**config.mk**
```make
export PLATFORM = sky130hd
export DESIGN_NAME = ssei_core
export DESIGN_NICKNAME = d
export VERILOG_FILES = /design/src/ssei_pkg.sv /design/src/ssei_core.sv /design/src/ssei_fifo.sv
export SDC_FILE = /design/constraint.sdc
export NUM_CORES = 2
export LEC_CHECK = 0
export BUFFER_PORTS_ARGS = -buffer_cell sky130_fd_sc_hd__buf_2
export CAP_MARGIN = 20
export CORE_MARGIN = 4
export CORE_UTILIZATION = 40
export DETAILED_ROUTE_END_ITERATION = 10
export PLACE_DENSITY_LB_ADDON = 0.2
export SLEW_MARGIN = 25
export SYNTH_ARGS = -nofsm -noshare
export SYNTH_HDL_FRONTEND = slang
export SYNTH_SLANG_ARGS = --single-unit
```
**constraint.sdc**
```tcl
create_clock -name i_clk -period 9.7 [get_ports i_clk]
set_input_delay 1.455 -clock i_clk [delete_from_list [all_inputs] [get_ports i_clk]]
set_output_delay 1.455 -clock i_clk [all_outputs]
set_load 0.05 [all_outputs]
```
**src/ssei_pkg.sv**
```systemverilog
// Constants, register map and types of the serial engine
package ssei_pkg;
  localparam int DATA_W   = 32;
  localparam int BYTE_W   = 8;
  localparam int ADDR_W   = 6;
  localparam int FIFO_DEP = 16;
  localparam int NIRQ     = 6;
  localparam int DIV_W    = 15;
  localparam int TO_W     = 7;

  localparam logic [ADDR_W-1:0] OFF_CONFIG_WORD_ZERO = 6'h00;
  localparam logic [ADDR_W-1:0] OFF_CONFIG_WORD_ONE  = 6'h04;
  localparam logic [ADDR_W-1:0] OFF_DATA             = 6'h08;
  localparam logic [ADDR_W-1:0] OFF_STATUS           = 6'h0C;
  localparam logic [ADDR_W-1:0] OFF_CLOCK_PRESCALE   = 6'h10;
  localparam logic [ADDR_W-1:0] OFF_INT_MASK         = 6'h14;
  localparam logic [ADDR_W-1:0] OFF_RAW_STATUS       = 6'h18;
  localparam logic [ADDR_W-1:0] OFF_MASKED_STATUS    = 6'h1C;
  localparam logic [ADDR_W-1:0] OFF_INT_CLEAR        = 6'h20;
  localparam logic [ADDR_W-1:0] OFF_WATERMARK        = 6'h24;

  localparam int IRQ_RX  = 0;
  localparam int IRQ_TX  = 1;
  localparam int IRQ_TO  = 2;
  localparam int IRQ_OVR = 3;
  localparam int IRQ_UDR = 4;
  localparam int IRQ_TXE = 5;

  localparam logic [1:0] ORD_MSB_MSB = 2'h0;
  localparam logic [1:0] ORD_LSB_MSB = 2'h1;
  localparam logic [1:0] ORD_MSB_LSB = 2'h2;
  localparam logic [1:0] ORD_LSB_LSB = 2'h3;

  localparam logic [7:0]        PSC_MIN    = 8'h02;
  localparam logic [4:0]        LEN_M1_MIN = 5'h03;
  localparam logic [DATA_W-1:0] LOW_MASK   = 32'hFFFFFFFE;
  localparam logic [TO_W-1:0]   TO_LAST    = 7'h3F;

  typedef struct packed {
    logic [7:0] serial_clock_rate_field;
    logic       clock_polarity_select;
    logic       clock_phase_select;
    logic [4:0] frame_len_m1;
  } ssei_cfg0_t;

  typedef struct packed {
    logic [1:0] receive_order_field;
    logic [1:0] transmit_order_field;
    logic       master_role;
    logic       port_enable_bit;
  } ssei_cfg1_t;

  typedef struct packed {
    logic [4:0] rx_mark;
    logic [4:0] tx_mark;
  } ssei_wmark_t;

  typedef struct packed {
    logic busy;
    logic rx_full;
    logic rx_not_empty;
    logic tx_not_full;
    logic tx_empty;
  } ssei_stat_t;

  typedef enum logic [1:0] {ST_IDLE, ST_RUN, ST_TAIL, ST_GAP} ssei_state_t;

  localparam ssei_cfg0_t  CFG0_RST  = '{8'h00, 1'b0, 1'b0, 5'h07};
  localparam ssei_cfg1_t  CFG1_RST  = '{2'h0, 2'h0, 1'b0, 1'b0};
  localparam ssei_wmark_t WMARK_RST = '{5'h08, 5'h08};
  localparam logic [7:0]  PSC_RST   = 8'h02;
  localparam logic [NIRQ-1:0] MASK_RST = 6'h00;
endpackage

```
**src/ssei_core.sv**
```systemverilog
// Serial peripheral engine: register port, divider, shifter, interrupts
// Notes on behaviour
// - Phase 0 polarity 0: clock idles low, data half cycle early, sample rising.
// - Phase 0 polarity 1: clock idles high, data half cycle early, sample falling.
// - Phase 1 polarity 0: idle low, drive on rising edges, sample on falling.
// - Phase 1 polarity 1: idle high, drive on falling edges, sample on rising.
// - Phase 0 back to back words get a high chip-select pulse between them.
// - Disabling the port never flushes either FIFO.
// - Serial clock is input clock over even prescale 2..254 times rate plus one.
// - Serial clock duty cycle is always one half.
// - Transmit order field picks byte order and bit order, four encodings.
// - Receive order field uses the same four encodings on incoming words.
// - Orders 00 and 11 for any length; mixed orders for 16, 24, 32 bits.
// - Six sources, mask one enables, single output, raw and masked readable.
// - Receive level high while receive fill count is at or above watermark.
// - Transmit level high while transmit fill count is at or below watermark.
// - Transmit level is reported even while the port is disabled.
// - Timeout raised when receive data waits 32 serial periods unread.
// - Timeout cleared by emptying, by a new frame, or by writing one.
// - Frame into full receive FIFO sets overrun, FIFO untouched, write one clears.
// - Frame with empty transmit FIFO sets underrun, resends stale word.
// - Frame length programmable from 4 to 32 bits.
// - Independent transmit and receive FIFOs, sixteen words of 32 bits.
// - Transmit empty level high whenever the transmit FIFO is empty.
`timescale 1ns/1ps
module ssei_core #(
  parameter int DEPTH = ssei_pkg::FIFO_DEP
) (
  input  wire logic                        i_clk,
  input  wire logic                        i_rst_b,
  input  wire logic [ssei_pkg::ADDR_W-1:0] i_addr,
  input  wire logic [ssei_pkg::DATA_W-1:0] i_wdata,
  input  wire logic                        i_wr,
  input  wire logic                        i_rd,
  output logic      [ssei_pkg::DATA_W-1:0] o_rdata,
  output logic                             o_irq,
  output logic                             o_sclk,
  input  wire logic                        i_sclk,
  output logic                             o_cs_b,
  input  wire logic                        i_cs_b,
  input  wire logic                        i_ser_in,
  output logic                             o_ser_out,
  output logic                             o_ser_out_oe
);
  localparam int CW = $clog2(DEPTH) + 1;
  localparam int DW = ssei_pkg::DATA_W;

  ssei_pkg::ssei_cfg0_t         config_word_zero_reg;
  ssei_pkg::ssei_cfg1_t         config_word_one_reg;
  ssei_pkg::ssei_wmark_t        wmark_reg;
  logic [7:0]                   clock_prescale_register_reg;
  logic [ssei_pkg::NIRQ-1:0]    interrupt_mask_register_reg;
  logic                         timeout_flag_reg;
  logic                         overrun_flag_reg;
  logic                         underrun_flag_reg;
  ssei_pkg::ssei_state_t        state_reg;
  ssei_pkg::ssei_state_t        state_next;
  logic [ssei_pkg::DIV_W-1:0]   div_cnt_reg;
  logic [ssei_pkg::TO_W-1:0]    to_cnt_reg;
  logic [5:0]                   edge_cnt_reg;
  logic [4:0]                   bit_cnt_reg;
  logic [DW-1:0]                tx_sh_reg;
  logic [DW-1:0]                rx_sh_reg;
  logic [DW-1:0]                tx_last_reg;
  logic                         sclk_q_reg;
  logic                         cs_q_reg;
  logic [DW-1:0]                rd_mux;
  logic [ssei_pkg::NIRQ-1:0]    raw_int;
  logic [DW-1:0]                tx_head;
  logic [DW-1:0]                rx_head;
  logic [CW-1:0]                tx_cnt;
  logic [CW-1:0]                rx_cnt;
  logic                         tx_full;
  logic                         tx_empty;
  logic                         rx_full;
  logic                         rx_empty;

  // Byte swap and bit reversal within the low frame bits; each is its own inverse
  function automatic logic [DW-1:0] reorder(input logic [DW-1:0] w,
                                            input logic [4:0]    lm1,
                                            input logic [1:0]    ord);
    logic [DW-1:0] m;
    logic [DW-1:0] r;
    int            nb;
    m  = w & ~(ssei_pkg::LOW_MASK << lm1);
    r  = m;
    nb = (int'(lm1) + 1) / ssei_pkg::BYTE_W;
    case (ord)
      ssei_pkg::ORD_LSB_LSB: begin
        for (int i = 0; i < DW; i++) begin
          if (i <= int'(lm1)) begin
            r[i] = m[int'(lm1) - i];
          end
        end
      end
      ssei_pkg::ORD_LSB_MSB: begin
        for (int j = 0; j < DW / ssei_pkg::BYTE_W; j++) begin
          if (j < nb) begin
            r[j*ssei_pkg::BYTE_W +: ssei_pkg::BYTE_W] = m[(nb-1-j)*ssei_pkg::BYTE_W +: ssei_pkg::BYTE_W];
          end
        end
      end
      ssei_pkg::ORD_MSB_LSB: begin
        for (int j = 0; j < DW / ssei_pkg::BYTE_W; j++) begin
          for (int k = 0; k < ssei_pkg::BYTE_W; k++) begin
            if (j < nb) begin
              r[j*ssei_pkg::BYTE_W + k] = m[j*ssei_pkg::BYTE_W + ssei_pkg::BYTE_W - 1 - k];
            end
          end
        end
      end
      default: r = m;
    endcase
    return r;
  endfunction

  function automatic logic [4:0] fix_len(input logic [4:0] v);
    return (v < ssei_pkg::LEN_M1_MIN) ? ssei_pkg::LEN_M1_MIN : v;
  endfunction

  // Odd values drop their low bit so the half period stays whole
  function automatic logic [7:0] fix_psc(input logic [7:0] v);
    return ({v[7:1], 1'b0} < ssei_pkg::PSC_MIN) ? ssei_pkg::PSC_MIN : {v[7:1], 1'b0};
  endfunction

  wire       en   = config_word_one_reg.port_enable_bit;
  wire       mst  = config_word_one_reg.master_role;
  wire       cpha = config_word_zero_reg.clock_phase_select;
  wire       cpol = config_word_zero_reg.clock_polarity_select;
  wire [4:0] lm1  = config_word_zero_reg.frame_len_m1;

  wire wr_cfg0 = i_wr && i_addr == ssei_pkg::OFF_CONFIG_WORD_ZERO;
  wire wr_cfg1 = i_wr && i_addr == ssei_pkg::OFF_CONFIG_WORD_ONE;
  wire wr_psc  = i_wr && i_addr == ssei_pkg::OFF_CLOCK_PRESCALE;
  wire wr_mask = i_wr && i_addr == ssei_pkg::OFF_INT_MASK;
  wire wr_clr  = i_wr && i_addr == ssei_pkg::OFF_INT_CLEAR;
  wire wr_wm   = i_wr && i_addr == ssei_pkg::OFF_WATERMARK;
  wire tx_push = i_wr && i_addr == ssei_pkg::OFF_DATA;
  wire rx_pop  = i_rd && i_addr == ssei_pkg::OFF_DATA;

  // Half period is (prescale/2)*(rate+1), so both clock phases are equal
  wire [ssei_pkg::DIV_W-1:0] half_m1 = ssei_pkg::DIV_W'(32'(clock_prescale_register_reg[7:1]) *
    (32'(config_word_zero_reg.serial_clock_rate_field) + 32'd1) - 32'd1);
  wire tick    = en && div_cnt_reg == half_m1;
  wire running = en && state_reg == ssei_pkg::ST_RUN;
  wire m_edge  = mst && running && tick;
  wire s_lead  = !mst && running && !i_cs_b && sclk_q_reg == cpol && i_sclk != cpol;
  wire s_trail = !mst && running && !i_cs_b && sclk_q_reg != cpol && i_sclk == cpol;
  wire lead_ev  = m_edge ? !edge_cnt_reg[0] : s_lead;
  wire trail_ev = m_edge ? edge_cnt_reg[0] : s_trail;
  wire last_edge = edge_cnt_reg == {lm1, 1'b1};
  wire last_bit  = bit_cnt_reg == lm1;
  wire sample_ev = cpha ? trail_ev : lead_ev;
  wire drive_ev  = cpha ? lead_ev : (trail_ev && !last_edge);
  wire frame_done = mst ? (trail_ev && last_edge) : (sample_ev && last_bit);
  wire cs_fall   = cs_q_reg && !i_cs_b;
  wire start = en && (mst ? (state_reg == ssei_pkg::ST_IDLE && !tx_empty)
                          : ((state_reg == ssei_pkg::ST_IDLE && cs_fall) || (frame_done && !i_cs_b)));

  // Empty transmit FIFO at frame start resends the last loaded word
  wire [DW-1:0] tx_src  = tx_empty ? tx_last_reg : tx_head;
  wire [DW-1:0] tx_word = reorder(tx_src, lm1, config_word_one_reg.transmit_order_field);
  wire          tx_pop  = start && !tx_empty;
  wire          udr_set = start && tx_empty;
  wire [DW-1:0] rx_cap  = sample_ev ? {rx_sh_reg[DW-2:0], i_ser_in} : rx_sh_reg;
  wire [DW-1:0] rx_word = reorder(rx_cap, lm1, config_word_one_reg.receive_order_field);
  wire          rx_push = frame_done && !rx_full;
  wire          ovr_set = frame_done && rx_full;
  wire          to_set  = tick && !rx_empty && to_cnt_reg == ssei_pkg::TO_LAST;

  ssei_fifo #(.WIDTH(DW), .DEPTH(DEPTH)) u_tx_fifo (
    .i_clk   (i_clk),
    .i_rst_b (i_rst_b),
    .i_push  (tx_push),
    .i_data  (i_wdata),
    .i_pop   (tx_pop),
    .o_data  (tx_head),
    .o_count (tx_cnt),
    .o_full  (tx_full),
    .o_empty (tx_empty)
  );

  ssei_fifo #(.WIDTH(DW), .DEPTH(DEPTH)) u_rx_fifo (
    .i_clk   (i_clk),
    .i_rst_b (i_rst_b),
    .i_push  (rx_push),
    .i_data  (rx_word),
    .i_pop   (rx_pop),
    .o_data  (rx_head),
    .o_count (rx_cnt),
    .o_full  (rx_full),
    .o_empty (rx_empty)
  );

  assign raw_int[ssei_pkg::IRQ_RX]  = rx_cnt >= CW'(wmark_reg.rx_mark);
  assign raw_int[ssei_pkg::IRQ_TX]  = tx_cnt <= CW'(wmark_reg.tx_mark);
  assign raw_int[ssei_pkg::IRQ_TO]  = timeout_flag_reg;
  assign raw_int[ssei_pkg::IRQ_OVR] = overrun_flag_reg;
  assign raw_int[ssei_pkg::IRQ_UDR] = underrun_flag_reg;
  assign raw_int[ssei_pkg::IRQ_TXE] = tx_empty;

  wire ssei_pkg::ssei_stat_t stat = '{state_reg != ssei_pkg::ST_IDLE, rx_full, !rx_empty, !tx_full, tx_empty};

  always_comb begin
    rd_mux = '0;
    if (i_addr == ssei_pkg::OFF_CONFIG_WORD_ZERO) begin
      rd_mux = DW'(config_word_zero_reg);
    end else if (i_addr == ssei_pkg::OFF_CONFIG_WORD_ONE) begin
      rd_mux = DW'(config_word_one_reg);
    end else if (i_addr == ssei_pkg::OFF_DATA) begin
      rd_mux = rx_head;
    end else if (i_addr == ssei_pkg::OFF_STATUS) begin
      rd_mux = DW'(stat);
    end else if (i_addr == ssei_pkg::OFF_CLOCK_PRESCALE) begin
      rd_mux = DW'(clock_prescale_register_reg);
    end else if (i_addr == ssei_pkg::OFF_INT_MASK) begin
      rd_mux = DW'(interrupt_mask_register_reg);
    end else if (i_addr == ssei_pkg::OFF_RAW_STATUS) begin
      rd_mux = DW'(raw_int);
    end else if (i_addr == ssei_pkg::OFF_MASKED_STATUS) begin
      rd_mux = DW'(raw_int & interrupt_mask_register_reg);
    end else if (i_addr == ssei_pkg::OFF_WATERMARK) begin
      rd_mux = DW'(wmark_reg);
    end
  end

  always_comb begin
    state_next = state_reg;
    case (state_reg)
      ssei_pkg::ST_IDLE: begin
        if (start) state_next = ssei_pkg::ST_RUN;
      end
      ssei_pkg::ST_RUN: begin
        if (frame_done) state_next = mst ? ssei_pkg::ST_TAIL : (start ? ssei_pkg::ST_RUN : ssei_pkg::ST_IDLE);
        else if (!mst && i_cs_b) state_next = ssei_pkg::ST_IDLE;
      end
      ssei_pkg::ST_TAIL: begin
        if (tick) state_next = ssei_pkg::ST_GAP;
      end
      ssei_pkg::ST_GAP: begin
        if (tick) state_next = ssei_pkg::ST_IDLE;
      end
      default: state_next = ssei_pkg::ST_IDLE;
    endcase
    if (!en) state_next = ssei_pkg::ST_IDLE;
  end

  // Register port; clearing the enable leaves both FIFOs alone
  always_ff @(posedge i_clk) begin
    if (!i_rst_b) begin
      config_word_zero_reg        <= ssei_pkg::CFG0_RST;
      config_word_one_reg         <= ssei_pkg::CFG1_RST;
      clock_prescale_register_reg <= ssei_pkg::PSC_RST;
      interrupt_mask_register_reg <= ssei_pkg::MASK_RST;
      wmark_reg                   <= ssei_pkg::WMARK_RST;
      o_rdata                     <= '0;
    end else begin
      if (wr_cfg0) config_word_zero_reg <= ssei_pkg::ssei_cfg0_t'({i_wdata[14:5], fix_len(i_wdata[4:0])});
      if (wr_cfg1) config_word_one_reg <= ssei_pkg::ssei_cfg1_t'(i_wdata[$bits(ssei_pkg::ssei_cfg1_t)-1:0]);
      if (wr_psc) clock_prescale_register_reg <= fix_psc(i_wdata[7:0]);
      if (wr_mask) interrupt_mask_register_reg <= i_wdata[ssei_pkg::NIRQ-1:0];
      if (wr_wm) wmark_reg <= ssei_pkg::ssei_wmark_t'(i_wdata[$bits(ssei_pkg::ssei_wmark_t)-1:0]);
      o_rdata <= i_rd ? rd_mux : '0;
    end
  end

  // Sticky flags: a set in the same cycle as a clear wins
  always_ff @(posedge i_clk) begin
    if (!i_rst_b) begin
      timeout_flag_reg  <= 1'b0;
      overrun_flag_reg  <= 1'b0;
      underrun_flag_reg <= 1'b0;
      to_cnt_reg        <= '0;
      o_irq             <= 1'b0;
    end else begin
      if (to_set) timeout_flag_reg <= 1'b1;
      else if ((wr_clr && i_wdata[ssei_pkg::IRQ_TO]) || rx_push || rx_empty) timeout_flag_reg <= 1'b0;
      if (ovr_set) overrun_flag_reg <= 1'b1;
      else if (wr_clr && i_wdata[ssei_pkg::IRQ_OVR]) overrun_flag_reg <= 1'b0;
      if (udr_set) underrun_flag_reg <= 1'b1;
      else if (wr_clr && i_wdata[ssei_pkg::IRQ_UDR]) underrun_flag_reg <= 1'b0;
      if (rx_push || rx_empty || (wr_clr && i_wdata[ssei_pkg::IRQ_TO])) to_cnt_reg <= '0;
      else if (tick && to_cnt_reg != ssei_pkg::TO_LAST) to_cnt_reg <= to_cnt_reg + 1'b1;
      o_irq <= |(raw_int & interrupt_mask_register_reg);
    end
  end

  always_ff @(posedge i_clk) begin
    if (!i_rst_b) begin
      state_reg    <= ssei_pkg::ST_IDLE;
      div_cnt_reg  <= '0;
      edge_cnt_reg <= '0;
      bit_cnt_reg  <= '0;
      sclk_q_reg   <= 1'b0;
      cs_q_reg     <= 1'b1;
      o_sclk       <= 1'b0;
      o_cs_b       <= 1'b1;
      o_ser_out_oe <= 1'b0;
    end else begin
      state_reg    <= state_next;
      div_cnt_reg  <= (!en || tick || start) ? '0 : div_cnt_reg + 1'b1;
      edge_cnt_reg <= start ? '0 : edge_cnt_reg + 6'(lead_ev || trail_ev);
      bit_cnt_reg  <= start ? '0 : bit_cnt_reg + 5'(sample_ev);
      sclk_q_reg   <= i_sclk;
      cs_q_reg     <= i_cs_b;
      o_sclk       <= (mst && running) ? (o_sclk ^ m_edge) : cpol;
      if (!en || !mst || (state_reg == ssei_pkg::ST_TAIL && tick)) o_cs_b <= 1'b1;
      else if (start) o_cs_b <= 1'b0;
      // Slave drives its output only while selected
      o_ser_out_oe <= en && (mst || !i_cs_b);
    end
  end

  // Shift registers, last loaded word and serial output all clear on reset
  always_ff @(posedge i_clk) begin
    if (!i_rst_b) begin
      tx_sh_reg   <= '0;
      rx_sh_reg   <= '0;
      tx_last_reg <= '0;
      o_ser_out   <= 1'b0;
    end else begin
      if (tx_pop) tx_last_reg <= tx_head;
      if (start && !cpha) begin
        o_ser_out <= tx_word[lm1];
        tx_sh_reg <= tx_word << 1;
      end else if (start) begin
        tx_sh_reg <= tx_word;
      end else if (drive_ev) begin
        o_ser_out <= tx_sh_reg[lm1];
        tx_sh_reg <= tx_sh_reg << 1;
      end
      if (sample_ev) rx_sh_reg <= rx_cap;
    end
  end
endmodule

```
**src/ssei_fifo.sv**
```systemverilog
// Flip-flop FIFO for the transmit and receive data paths
`timescale 1ns/1ps
module ssei_fifo #(
  parameter int WIDTH = 32,
  parameter int DEPTH = 16
) (
  input  wire logic                     i_clk,
  input  wire logic                     i_rst_b,
  input  wire logic                     i_push,
  input  wire logic [WIDTH-1:0]         i_data,
  input  wire logic                     i_pop,
  output logic      [WIDTH-1:0]         o_data,
  output logic      [$clog2(DEPTH):0]   o_count,
  output logic                          o_full,
  output logic                          o_empty
);
  localparam int PW = $clog2(DEPTH);

  logic [WIDTH-1:0] mem_reg [DEPTH];
  logic [PW-1:0]    wr_ptr_reg;
  logic [PW-1:0]    rd_ptr_reg;
  logic [PW:0]      count_reg;

  // Push into a full FIFO is dropped; pop of an empty one is ignored
  wire do_push = i_push && !o_full;
  wire do_pop  = i_pop && !o_empty;

  assign o_full  = count_reg == (PW+1)'(DEPTH);
  assign o_empty = count_reg == '0;
  assign o_count = count_reg;
  assign o_data  = mem_reg[rd_ptr_reg];

  always_ff @(posedge i_clk) begin
    if (do_push) begin
      mem_reg[wr_ptr_reg] <= i_data;
    end
  end

  always_ff @(posedge i_clk) begin
    if (!i_rst_b) begin
      wr_ptr_reg <= '0;
      rd_ptr_reg <= '0;
      count_reg  <= '0;
    end else begin
      wr_ptr_reg <= wr_ptr_reg + PW'(do_push);
      rd_ptr_reg <= rd_ptr_reg + PW'(do_pop);
      count_reg  <= count_reg + (PW+1)'(do_push) - (PW+1)'(do_pop);
    end
  end
endmodule

```
==> key figures <==
Synthesis
  – Syn_nets: about 5600
  – Top-count cell post-synth: edfxtp_1
  – Ys flop type: edfxtp_1
  – Distinct cells, synth: 110
  – Synth Warn #: 0
  – Ranking of synthesized cells by area: edfxtp_1, mux4_2, dfxtp_1
  – Synthesized instance count: between 5000 and 6000
  – Syn Area/Cell: around 12 µm²
  – Async set-reset flop share out of synthesis: 0
  – Synth top cells by count: edfxtp_1, nand2_1, nor2_1
  – Synth area leader: edfxtp_1
  – Sequential fraction of the synthesis area: 0.534
  – Post-synthesis cell area: between 60000 and 70000 µm²
  – Post-synth EDFFs: 1024
  – Flops & latches, synth: 1267
  – Yosys top cell area share: 0.461

Power and ir drop
  – Clock power frac: 0.478
  – Net switching power: around 2.5 mW
  – Cell Pwr Density: around 150 nW/µm²
  – Leak: around 25 nW
  – Internal Pwr Total: 9.13 mW
  – Max rail drop VDD: 0.173 mV
  – Gate power share: 0.023
  – Switch share: 0.218
  – Reg power frac: 0.500

Cells and area
  – Layout cells sized above 1: 0.178
  – Fillers: 14900
  – Fin area: between 70000 and 80000 µm²
  – Syn-to-layout area delta: 13.3%
  – Sequential cell area: 35700 µm²
  – Final nets: between 5000 and 6000
  – Multi-input logic area: approximately 29000 µm²

Clock network
  – # H-tree levels: 4
  – Post CTS Setup Buffer Count: 0
  – CTS root buf: clkbuf_16
  – CTS Hold Bufs: 0
  – Worst-Skew Late Latency: 820 ps
  – Clock Path Buffers: 3
  – Post_cts resized: 0
  – Worst-path clk slew: 60 ps
  – Num CTS Buffers: 140
  – Clk sinks: roughly 1300
  – CTS tree: done

Drt
  – Detailed-route via count: 51000
  – WL met3: 26300 µm
  – WL met2: roughly 110000 µm
  – Vias/cell: roughly 6.5
  – Max Used Layer: met5
  – Routed Antenna Nets: 0
  – Pre-antenna DRT Iters: 8
  – Initial DRC count: a little under 7000
  – Wirelength per Cell: between 30 and 40 µm
  – DRC viols: 0
  – Total wire length: about 260000 µm
  – Met1 Wirelength: about 110000 µm

Setup path
  – Worst EP required: 10200 ps
  – Worst Path Max Fanout: 34
  – Critical path launch point type: flip-flop
  – Worst R2R Setup Slack: ~500 ps
  – Crit. End Element: flip-flop
  – CP arrival: just under 10000 ps
  – Worst Setup Path Type: flip-flop to flip-flop

Timing
  – Worst Tran Pin Value: 1240 ps
  – Layout Skew: roughly 58 ps
  – Fin Setup TNS: 0 ps
  – Crit share post-route: 0.948
  – Setup ws final: 503 ps
  – RSZ-0062 raised after global routing: false
  – Min cycle time layout: between 9000 and 10000 ps
  – Max Clk Rate: approximately 110 MHz
  – Slew headroom: 0.171
  – Final setup viols: 0
  – Hold Vio Cnt, Final: 0
  – Slew Limit Fails: 0

GRT
  – Global route total overflow: 0
  – Total global-route track usage: 0.294
  – Global-route wire length before repair: roughly 370000 µm
  – Largest net degree at the start of global routing: roughly 90
  – Initial antenna violation count: 13
  – Vias in the first global route: between 40000 and 50000

Placement
  – RePlAce Congestion: 1.05
  – DP Area: 70700 µm²
  – Post-Place Worst Slack: 393 ps
  – DP HPWL: 178000 µm
  – Port Buffers: just over 80

Outcome
  – Status: finished clean

Run
  – Max Cap Violations: 0

Die
  – Initial Utilization: 0.404
  – # rows: roughly 150
  – Die ar.: around 170000 µm²
  – Die width: 416 µm
  – Core Area: about 170000 µm²
  – I/O pins: just over 80
  – Die Y: 416 µm

Worst hold path
  – Hold Crit Class: flip-flop to flip-flop
==> worst max-delay path, cell delays in order (launching register included) <==
cell and delay (ps):
dfxtp_1 580, ha_1 290, nand2_1 120, nor2_1 150, xor2_1 450, nand2_1 150
fa_1 550, fa_1 440, fa_1 520, fa_1 540, inv_1 40, ha_1 430
nand4_1 150, a21oi_2 230, o21bai_1 140, and3_1 200, or4b_4 550, nor4_4 290
buf_12 260, o21ai_1 150, a21oi_1 820, mux4_2 420, mux2i_1 140, mux2i_1 250
mux2i_1 160, a311oi_4 840
==> cell families (layout without fill, tap and decap cells) <==
logic type      count (synthesis)  after routing  synth area share
mux                           677            677             0.154
fa+ha+maj                     155            155            0.0336
xor+xnor                      103            103            0.0140
other cells                     0             11                 0
flops                        1267           1267             0.534
buf+inv                       524            727            0.0328
compound gates               1305           1305             0.134
simple gates                 1374           1374            0.0977
==> stage by stage <==
stage | cells | utilization | power, mW | hold slack (ps)
floorplan | 5405 | - | 6.08 | 427
global placement | 7537 | 0.427 | 6.21 | 434
detailed placement | 7538 | 0.428 | 6.21 | 441
CTS | 7797 | 0.457 | 11.8 | 450
global route | 7803 | 0.457 | 12.0 | 476
finish | 7808 | 0.457 | 11.7 | 452
==> routing by layer <==
layer / track usage / vias to the layer above
li1: - / 21400
met1: 0.404 / 26000
met2: 0.438 / 2936
met3: 0.0703 / 668
met4: 0.145 / 8
met5: 0 / -
==> area by class of cell <==
cell class,count,share of cell area
diodes,11,0.000364
clock buffers,172,0.0490
clock inverters,87,0.0152
inverters,131,0.00657
multi-input cells,3614,0.388
flip-flops and latches,1267,0.471
well taps,2189,0.0362
repair buffers,337,0.0329
==> cells in the final DEF, fill, tap and decap left out, types with 154 or more instances in the layout <==
| cell | synthesis | routed |
|---|---|---|
| edfxtp_1 | 1024 | 1024 |
| nor2_1 | 387 | 359 |
| mux4_2 | 277 | 277 |
| dfxtp_1 | 243 | 228 |
| a21oi_1 | 304 | 304 |
| nand3_1 | 155 | 154 |
| nand2_1 | 392 | 390 |
| mux2i_1 | 370 | 370 |
| buf_4 | 13 | 243 |
==> power by group through the flow <==
stage / registers [mW] / logic, mW / clock network (mW)
final: 5.83 / 0.267 / 5.58
after CTS: 5.83 / 0.260 / 5.69
after global routing: 5.83 / 0.280 / 5.91
after detailed placement: 5.95 / 0.259 / 0
after floorplan: 5.95 / 0.127 / 0
after global placement: 5.95 / 0.259 / 0
==> path summary, 6_finish.rpt <==
check                                            start                                end  depth (start not counted)
setup / recovery  config_word_zero_reg[7]$_SDFFE_PN0P_  u_rx_fifo.mem_reg[0][9]$_DFFE_PP_                         25
hold reg to reg             to_cnt_reg[6]$_SDFFE_PP0P_         to_cnt_reg[6]$_SDFFE_PP0P_                          2
hold / removal              to_cnt_reg[6]$_SDFFE_PP0P_         to_cnt_reg[6]$_SDFFE_PP0P_                          2
setup reg to reg  config_word_zero_reg[7]$_SDFFE_PN0P_  u_rx_fifo.mem_reg[0][9]$_DFFE_PP_                         25
(Power assumes the default switching activity.)
